### src/verilog/sbc_pkg.sv
// constants shared by the serial baud clock control block
// assumes a single 200 MHz core clock and a 32-bit avalon slave port
`default_nettype none
package sbc_pkg;
  // byte offsets on the register bus
  localparam logic [3:0] ADDR_DIV_HI = 4'h0;
  localparam logic [3:0] ADDR_DIV_LO = 4'h4;
  localparam logic [3:0] ADDR_CFG = 4'h8;
  localparam logic [3:0] ADDR_STATUS = 4'hc;
  // clock_config_register fields
  localparam int CFG_W = 6;
  localparam int CFG_CLK_DIVIDE_SELECT = 0;
  localparam int CFG_TX_PIN_SEL_A = 1;
  localparam int CFG_TX_PIN_SEL_B = 2;
  localparam int CFG_RX_EXT_CLK_EN = 3;
  localparam int CFG_GEN_SRC_RX_PIN = 4;
  localparam int CFG_SYNC_MODE_EN = 5;
  localparam logic [CFG_W-1:0] CFG_RESET = 6'h00;
  localparam logic [7:0] DIV_BYTE_RESET = 8'h00;
  // status fields
  localparam int ST_ENABLED = 0;
  localparam int ST_GEN_RUNNING = 1;
  localparam int ST_GEN_OUT = 2;
  localparam int ST_SER_EXPANSION = 3;
  // tx pin function codes {sel_a, sel_b}
  localparam logic [1:0] PIN_TX_CLK_IN = 2'h0;
  localparam logic [1:0] PIN_GEN_OUT = 2'h1;
  localparam logic [1:0] PIN_SCLK_OUT = 2'h2;
  localparam logic [1:0] PIN_SER_EXPANSION = 2'h3;
  // divider limits and bit clock prescale
  localparam int DIV_W = 16;
  localparam logic [15:0] MIN_DIVISOR = 16'h0002;
  localparam int BIT_PRESCALE = 16;
  localparam int PRESCALE_W = 4;
  // timing: core clock period, internal system clock is core clock / 2
  localparam int CORE_PERIOD_NS = 5;
  localparam int CORE_CLK_HZ = 1000000000 / CORE_PERIOD_NS;
  localparam int INT_CLK_HZ = CORE_CLK_HZ / 2;
  // top rates reached at the minimum divisor
  localparam int MAX_BAUD_UNDIV = INT_CLK_HZ / 2;
  localparam int MAX_BAUD_DIV16 = INT_CLK_HZ / (2 * BIT_PRESCALE);
endpackage
`default_nettype wire

### src/verilog/sbc_sync.sv
// two flip-flop synchroniser for pin inputs
// assumes inputs are asynchronous to clk
`default_nettype none
module sbc_sync #(
  parameter int W = 1
) (
  input wire logic clk,
  input wire logic rst,
  input wire logic [W-1:0] din,
  output logic [W-1:0] dout
);
  logic [W-1:0] meta_q;

  always_ff @(posedge clk) begin
    if (rst) begin
      meta_q <= '0;
      dout <= '0;
    end else begin
      meta_q <= din;
      dout <= meta_q;
    end
  end
endmodule
`default_nettype wire

### src/verilog/sbc_divider.sv
// divide-by-n baud generator counting half periods of its input clock
// assumes halfEdge pulses once per edge (both) of the selected input clock
`default_nettype none
module sbc_divider #(
  parameter int DW = 16
) (
  input wire logic clk,
  input wire logic rst,
  input wire logic enable,
  input wire logic halfEdge,
  input wire logic [DW-1:0] divisor,
  output logic serial_clock_output,
  output logic running
);
  logic [DW-1:0] cnt_q;
  logic valid;

  assign valid = divisor >= DW'(sbc_pkg::MIN_DIVISOR);

  // toggling every n half periods gives exact 50% duty for odd n too
  always_ff @(posedge clk) begin
    if (rst || !enable || !valid) begin
      cnt_q <= divisor;
      serial_clock_output <= 1'b0;
      running <= 1'b0;
    end else begin
      running <= 1'b1;
      if (halfEdge) begin
        if (cnt_q <= DW'(1)) begin
          cnt_q <= divisor;
          serial_clock_output <= ~serial_clock_output;
        end else begin
          cnt_q <= cnt_q - DW'(1);
        end
      end
    end
  end
endmodule
`default_nettype wire

### src/verilog/sbc_top.sv
// serial baud clock control: divisor registers, baud generator,
// bit clock prescale and external clock pin handling
// assumes avalon-mm master on core_clk; pins are asynchronous
//
// The Avalon-MM interface to the registers and the register offsets were decided locally.
`default_nettype none

// What this block does
// - bit clock divided by 16 when divide select clear, else undivided
// - internal clock only: top rates are input clock over 2 and over 32
// - external clocks: same undivided top, prescaled rate bounded by pin
// - two select bits make tx pin clock input, generator out or sclk
// - rx bit clock takes the rx external clock only when its enable bit is set
// - generator is a 16-bit programmable divide-by-n counter
// - valid divisors run from 2 to 65535
// - counter reloaded from divisor while stopped; first count after start keeps the old low byte
// - generator output is input clock divided by divisor
// - divisor of zero or one stops the divider, no output
// - generator output has exact 50% duty for any divisor
// - generator can run from the internal system clock
// - writing the high byte disables and resets generator, tx, rx
// - writing the low byte re-enables tx, rx and starts the generator
// - synchronous receive data and clock resynchronised to core clock
// - generator input selects internal clock or rx external clock
// - select 11 without synchronous mode gives serial expansion mode
// - select 00 with synchronous mode disables the serial clock output
module sbc_top (
  input wire logic core_clk,
  input wire logic rst,
  input wire logic [3:0] avs_address,
  input wire logic avs_read,
  input wire logic avs_write,
  input wire logic [31:0] avs_writedata,
  input wire logic [3:0] avs_byteenable,
  output logic [31:0] avs_readdata,
  output logic avs_waitrequest,
  input wire logic rxExtClkPin,
  input wire logic rxDataPin,
  input wire logic txPinIn,
  output logic txPinOut,
  output logic txPinOe,
  input wire logic serialClockFromTx,
  output logic txBitClk,
  output logic txBitTick,
  output logic rxBitClk,
  output logic rxBitTick,
  output logic rxDataSync,
  output logic serialIfReset,
  output logic serialExpansionMode
);
  logic [7:0] divHi_q;
  logic [7:0] divLo_q;
  logic [sbc_pkg::CFG_W-1:0] cfg_q;
  logic enable_q;
  logic ack;
  logic wrEn;
  logic [2:0] pinSync;
  logic rxClkSync;
  logic txClkSync;
  logic rxClkPrev_q;
  logic internal_system_clock_q;
  logic genHalfEdge;
  logic genOut;
  logic genRunning;
  logic [1:0] pinFunc;
  logic clkDivSel;
  logic synchronous_mode_enable;
  logic [1:0] chanSrc;
  logic [1:0] chanBitClk_q;
  logic [1:0] chanTick_q;

  assign ack = (avs_read || avs_write) && !avs_waitrequest;
  assign wrEn = avs_write && ack && avs_byteenable[0];
  assign pinFunc = {cfg_q[sbc_pkg::CFG_TX_PIN_SEL_A],
                    cfg_q[sbc_pkg::CFG_TX_PIN_SEL_B]};
  assign clkDivSel = cfg_q[sbc_pkg::CFG_CLK_DIVIDE_SELECT];
  assign synchronous_mode_enable = cfg_q[sbc_pkg::CFG_SYNC_MODE_EN];

  // one wait cycle per access, then the answer edge
  always_ff @(posedge core_clk) begin
    if (rst) begin
      avs_waitrequest <= 1'b1;
    end else if (ack) begin
      avs_waitrequest <= 1'b1;
    end else if (avs_read || avs_write) begin
      avs_waitrequest <= 1'b0;
    end
  end

  always_ff @(posedge core_clk) begin
    if (rst) begin
      avs_readdata <= 32'h00000000;
    end else if (avs_read && avs_waitrequest) begin
      case (avs_address)
        sbc_pkg::ADDR_DIV_HI: avs_readdata <= {24'h000000, divHi_q};
        sbc_pkg::ADDR_DIV_LO: avs_readdata <= {24'h000000, divLo_q};
        sbc_pkg::ADDR_CFG: avs_readdata <= {26'h0000000, cfg_q};
        sbc_pkg::ADDR_STATUS: begin
          avs_readdata <= 32'h00000000;
          avs_readdata[sbc_pkg::ST_ENABLED] <= enable_q;
          avs_readdata[sbc_pkg::ST_GEN_RUNNING] <= genRunning;
          avs_readdata[sbc_pkg::ST_GEN_OUT] <= genOut;
          avs_readdata[sbc_pkg::ST_SER_EXPANSION] <= serialExpansionMode;
        end
        default: avs_readdata <= 32'h00000000;
      endcase
    end
  end

  always_ff @(posedge core_clk) begin
    if (rst) begin
      divHi_q <= sbc_pkg::DIV_BYTE_RESET;
      divLo_q <= sbc_pkg::DIV_BYTE_RESET;
      cfg_q <= sbc_pkg::CFG_RESET;
    end else if (wrEn) begin
      case (avs_address)
        sbc_pkg::ADDR_DIV_HI: divHi_q <= avs_writedata[7:0];
        sbc_pkg::ADDR_DIV_LO: divLo_q <= avs_writedata[7:0];
        sbc_pkg::ADDR_CFG: cfg_q <= avs_writedata[sbc_pkg::CFG_W-1:0];
        default: ;
      endcase
    end
  end

  // high byte holds everything in reset until the low byte lands
  always_ff @(posedge core_clk) begin
    if (rst) begin
      enable_q <= 1'b0;
    end else if (wrEn && avs_address == sbc_pkg::ADDR_DIV_HI) begin
      enable_q <= 1'b0;
    end else if (wrEn && avs_address == sbc_pkg::ADDR_DIV_LO) begin
      enable_q <= 1'b1;
    end
  end

  always_ff @(posedge core_clk) begin
    if (rst) begin
      serialIfReset <= 1'b1;
    end else begin
      serialIfReset <= !enable_q ||
        (wrEn && avs_address == sbc_pkg::ADDR_DIV_LO);
    end
  end

  sbc_sync #(.W(3)) u_pinSync (
    .clk(core_clk),
    .rst(rst),
    .din({rxExtClkPin, txPinIn, rxDataPin}),
    .dout(pinSync)
  );
  assign rxClkSync = pinSync[2];
  assign txClkSync = pinSync[1];
  assign rxDataSync = pinSync[0];

  // internal system clock is core clock / 2, so each core edge is a half
  always_ff @(posedge core_clk) begin
    if (rst) begin
      internal_system_clock_q <= 1'b0;
      rxClkPrev_q <= 1'b0;
    end else begin
      internal_system_clock_q <= ~internal_system_clock_q;
      rxClkPrev_q <= rxClkSync;
    end
  end

  // external source counts both edges of the resynchronised pin
  assign genHalfEdge = cfg_q[sbc_pkg::CFG_GEN_SRC_RX_PIN] ?
    (rxClkSync != rxClkPrev_q) : 1'b1;

  sbc_divider #(.DW(sbc_pkg::DIV_W)) u_divider (
    .clk(core_clk),
    .rst(rst),
    .enable(enable_q),
    .halfEdge(genHalfEdge),
    .divisor({divHi_q, divLo_q}),
    .serial_clock_output(genOut),
    .running(genRunning)
  );

  // source before prescale: index 0 transmit, index 1 receive
  assign chanSrc[0] = (pinFunc == sbc_pkg::PIN_TX_CLK_IN) ?
    txClkSync : genOut;
  assign chanSrc[1] = cfg_q[sbc_pkg::CFG_RX_EXT_CLK_EN] ?
    rxClkSync : genOut;

  genvar ch;
  generate
    for (ch = 0; ch < 2; ch++) begin : g_chan
      logic srcPrev_q;
      logic [sbc_pkg::PRESCALE_W-1:0] pre_q;
      logic bitNext;
      assign bitNext = clkDivSel ? chanSrc[ch] :
        pre_q[sbc_pkg::PRESCALE_W-1];
      always_ff @(posedge core_clk) begin
        if (rst || !enable_q) begin
          srcPrev_q <= 1'b0;
          pre_q <= '0;
          chanBitClk_q[ch] <= 1'b0;
          chanTick_q[ch] <= 1'b0;
        end else begin
          srcPrev_q <= chanSrc[ch];
          // top of the prescaler toggles once per 8 source periods
          if (chanSrc[ch] && !srcPrev_q) begin
            pre_q <= pre_q + sbc_pkg::PRESCALE_W'(1);
          end
          chanBitClk_q[ch] <= bitNext;
          chanTick_q[ch] <= bitNext && !chanBitClk_q[ch];
        end
      end
    end
  endgenerate

  assign txBitClk = chanBitClk_q[0];
  assign rxBitClk = chanBitClk_q[1];
  assign txBitTick = chanTick_q[0];
  assign rxBitTick = chanTick_q[1];

  // pin driver; limits the rates to those by construction
  always_ff @(posedge core_clk) begin
    if (rst) begin
      txPinOut <= 1'b0;
      txPinOe <= 1'b0;
      serialExpansionMode <= 1'b0;
    end else begin
      serialExpansionMode <= !synchronous_mode_enable &&
        pinFunc == sbc_pkg::PIN_SER_EXPANSION;
      case (pinFunc)
        sbc_pkg::PIN_TX_CLK_IN: begin
          txPinOut <= 1'b0;
          txPinOe <= 1'b0;
        end
        sbc_pkg::PIN_GEN_OUT: begin
          txPinOut <= genOut;
          txPinOe <= enable_q;
        end
        sbc_pkg::PIN_SCLK_OUT, sbc_pkg::PIN_SER_EXPANSION: begin
          txPinOut <= serialClockFromTx;
          txPinOe <= enable_q;
        end
        default: begin
          txPinOut <= 1'b0;
          txPinOe <= 1'b0;
        end
      endcase
    end
  end
endmodule
`default_nettype wire

### config.mk
export PLATFORM = sky130hd
export DESIGN_NAME = sbc_top
export DESIGN_NICKNAME = d
export VERILOG_FILES = /design/src/verilog/sbc_pkg.sv /design/src/verilog/sbc_sync.sv /design/src/verilog/sbc_divider.sv /design/src/verilog/sbc_top.sv
export SDC_FILE = /design/constraint.sdc
export NUM_CORES = 1
export LEC_CHECK = 0
export CORE_ASPECT_RATIO = 0.6
export CORE_MARGIN = 3
export CORE_UTILIZATION = 45
export DETAILED_ROUTE_END_ITERATION = 10
export DONT_BUFFER_PORTS = 1
export PLACE_DENSITY_LB_ADDON = 0.15
export SLEW_MARGIN = 20
export SYNTH_ARGS = -nofsm -noshare
export SYNTH_HDL_FRONTEND = slang
export SYNTH_SLANG_ARGS = --single-unit
### constraint.sdc
create_clock -name core_clk -period 5.4 [get_ports core_clk]
set_input_delay 0.54 -clock core_clk [delete_from_list [all_inputs] [get_ports core_clk]]
set_output_delay 0.54 -clock core_clk [all_outputs]
set_load 0.02 [all_outputs]
==> out/metrics.cfg <==
[status]
status = completed

[global_routing]
grt_usage_pct = 17.4
grt_overflow = 0
busiest_layer = met1
antenna_found_initial = 0
grt_use_met2_pct = 21.9
grtUsageMet3_pct = 6.23
grt_pass1_vias = 2251
grt_pass1_wl_um = 11700
grt_max_degree = 41
use_met1_pct = 26.7

[detailed_routing]
firstDrtPassIters = 4
dr.first_iter.drc_count = 151
drt_wl_total_um = 7300
drtAntennaViolNets = 0
drc = 0
viasPerCell = 5.21
wire_per_inst_um = 15.7
routed-via-count = 2426

[clocking]
root_buffer = clkbuf_16
clock_path_buffers = 2
numClockSinks = 75
cts_buffers = 9
clock_latency_ns = 0.33
cts_hold_buf = 0
cts_setup_buffers = 0
cts_max_level = 3
clk_pin_slew_ns = 0.06
ctsResizeCount = 0
tritoncts = built

[pwr]
swShare_pct = 21.1
p_total_mw = 1.15
ir_worst_vdd_mv = 0.172
seqPwrFrac_pct = 50.3
p_comb_share_pct = 3.3
clkPwrFrac_pct = 46.3
p_per_area_nw_per_um2 = 312
power.switching_uw = 243
leakage_nw = 1.43
intPower_uw = 907

[synth]
synth_cell_type_count = 40
synthSimpleGateAreaFrac_pct = 19.5
yosysSeqAreaShare_pct = 48.5
syn_inst = 362
synth_xor_xnor_area_share_pct = 5.63
synthArstFlopShare_pct = 0
yosysWarnings = 0
synth_top_family_by_area = simple AND/OR/NAND/NOR gates
ys.flop_type = dfxtp_1
synth_mux_area_share_pct = 7.45
ys_ff_latch = 75
synth-edff-count = 16
avgSynthCellArea_um2 = 9.46
synth_compound_area_share_pct = 9.72
synthAdderAreaFrac_pct = 1.46
synth_area_um2 = 3420

[setup_path]
crit_required_ns = 5.48
path_max_fanout = 18
worstSetupEndpointType = register
path_class = register to register
start_kind = register
reg2reg_slack_ns = 2.64
critPathArrivalTime_ns = 2.84

[sta]
setup_ws_ns = 2.64
fin_crit_ns = 2.76
final-hold-violation-count = 0
setup-tns-final_ns = 0
slew_viol_final = 0
setup_viol = 0
fmax_mhz = 362
hold_slack_ns = 0.289
finClkSkew_ns = 0.00539
period_share_pct = 51.1
worst_slew_pin_slew_ns = 0.754
grt_setup_unrepaired = no
maxSlewHeadroom_pct = 49.7

[floorplan]
dieArea_um2 = 8730
io-pin-count = 90
dieHeight_um = 73.6
fp-row-count = 23
coreArea_um2 = 7020
die_w_um = 119
initial_core_util_pct = 48.8

[placement]
port_buffers = 0
hpwlAfterDp_um = 5240
placed_area_um2 = 3400
place_ws_ns = 2.42
routabilityCongestion = 0.818

[layout]
finish.instance_area_um2 = 3690
fillCellCount = 671
final_cell_mix = dfxtp_1 (59), nor2_1 (42), nand2_1 (42)
finalNetCount = 413
areaGrowthSynthToFinish_pct = 7.67
seqCellArea_um2 = 1660
drive_gt1_share_pct = 6.83
diodes = 0
mostFrequentLayoutCell = dfxtp_1
multi_input_area_um2 = 1600

[min_path]
hold_path.class = input port to register

[flow_run]
max_cap_violations = 0

## metrics by stage
stage                     utilization, %  std cells
final                               52.5        466
after floorplan                        -        385
after global placement              48.5        449
after global routing                52.5        466
after detailed placement            48.5        449
after CTS                           52.3        465
## final timing paths
| kind | from | end | depth (start not counted) |
|---|---|---|---|
| setup / recovery | u_divider.cnt_q[10] | u_divider.cnt_q[6] | 5 |
| hold / removal | rst | divLo_q[0] | 1 |
| setup reg to reg | u_divider.cnt_q[10] | u_divider.cnt_q[6] | 5 |
| hold reg to reg | u_pinSync.meta_q[2] | u_pinSync.dout[2] | 1 |
## state kept, by name, indices dropped and copies added (netlist names), 2 cells and up
| name | flops |
|---|---|
| avs_readdata | 8 |
| cfg_q | 6 |
| divHi_q | 8 |
| divLo_q | 8 |
| g_chan.pre_q | 8 |
| g_chan.srcPrev_q | 2 |
| u_divider.cnt_q | 16 |
| u_pinSync.dout | 3 |
| u_pinSync.meta_q | 3 |
## routing by layer
metal	part of all wire [%]	vias to the layer above
met2	36	93
met1	54	1124
met4	0.49	0
met3	9.2	6
met5	0	-
li1	-	1203
## worst max-delay path, cell delays in order, from the launching register on
cell	delay (ns)
edfxtp_1	0.45
or4_4	0.60
or4_4	0.48
o31ai_4	0.63
buf_6	0.24
o21ai_0	0.10
## synth_stat cells (3+ instances only)
master     n  area, µm²
xnor2_1   15        131
nor3_1    10       50.1
a22oi_1    6       45.0
edfxtp_1  16        480
nor2_1    42        158
clkbuf_1   9       33.8
buf_4     25        188
nand2_1   42        158
dfxtp_1   59       1180
nor4_1     7       43.8
o21ai_0   23        115
nor2b_1   11       68.8
a22o_1     4       35.0
a211oi_1   3       22.5
mux2i_1   21        210
xor2_1     7       61.3
ha_1       4       50.1
nor3b_1    3       22.5
a21oi_1   13       65.1
and2_1     3       18.8
nand3_1   10       50.1
mux2_2     4       45.0
## power groups by stage
stage	Sequential, mW	Clock (mW)	Combinational [mW]
4_1_cts	0.578	0.544	0.0373
3_5_place_dp	0.590	0	0.0372
3_3_place_gp	0.590	0	0.0369
6_report	0.579	0.533	0.0383
2_1_floorplan	0.589	0	0.0513
5_1_grt	0.579	0.568	0.0415
## cell families after synthesis
| kind of cell | Yosys count |
|---|---|
| XOR/XNOR | 22 |
| buffers and inverters | 40 |
| adder cells (fa/ha/maj) | 4 |
| flip-flops | 75 |
| AND/OR/NAND/NOR | 141 |
| multiplexers | 25 |
| other | 1 |
| AO/OA/AOI/OAI | 54 |
## cell type report
type / count / area share, %
clock buffers: 14 / 6.89
clock inverters: 2 / 0.305
inverters: 2 / 0.204
multi-input cells: 270 / 43.4
flip-flops and latches: 75 / 45.1
well taps: 100 / 3.39
repair buffers: 3 / 0.713
Note: power is estimated with default switching activity, not from simulation.
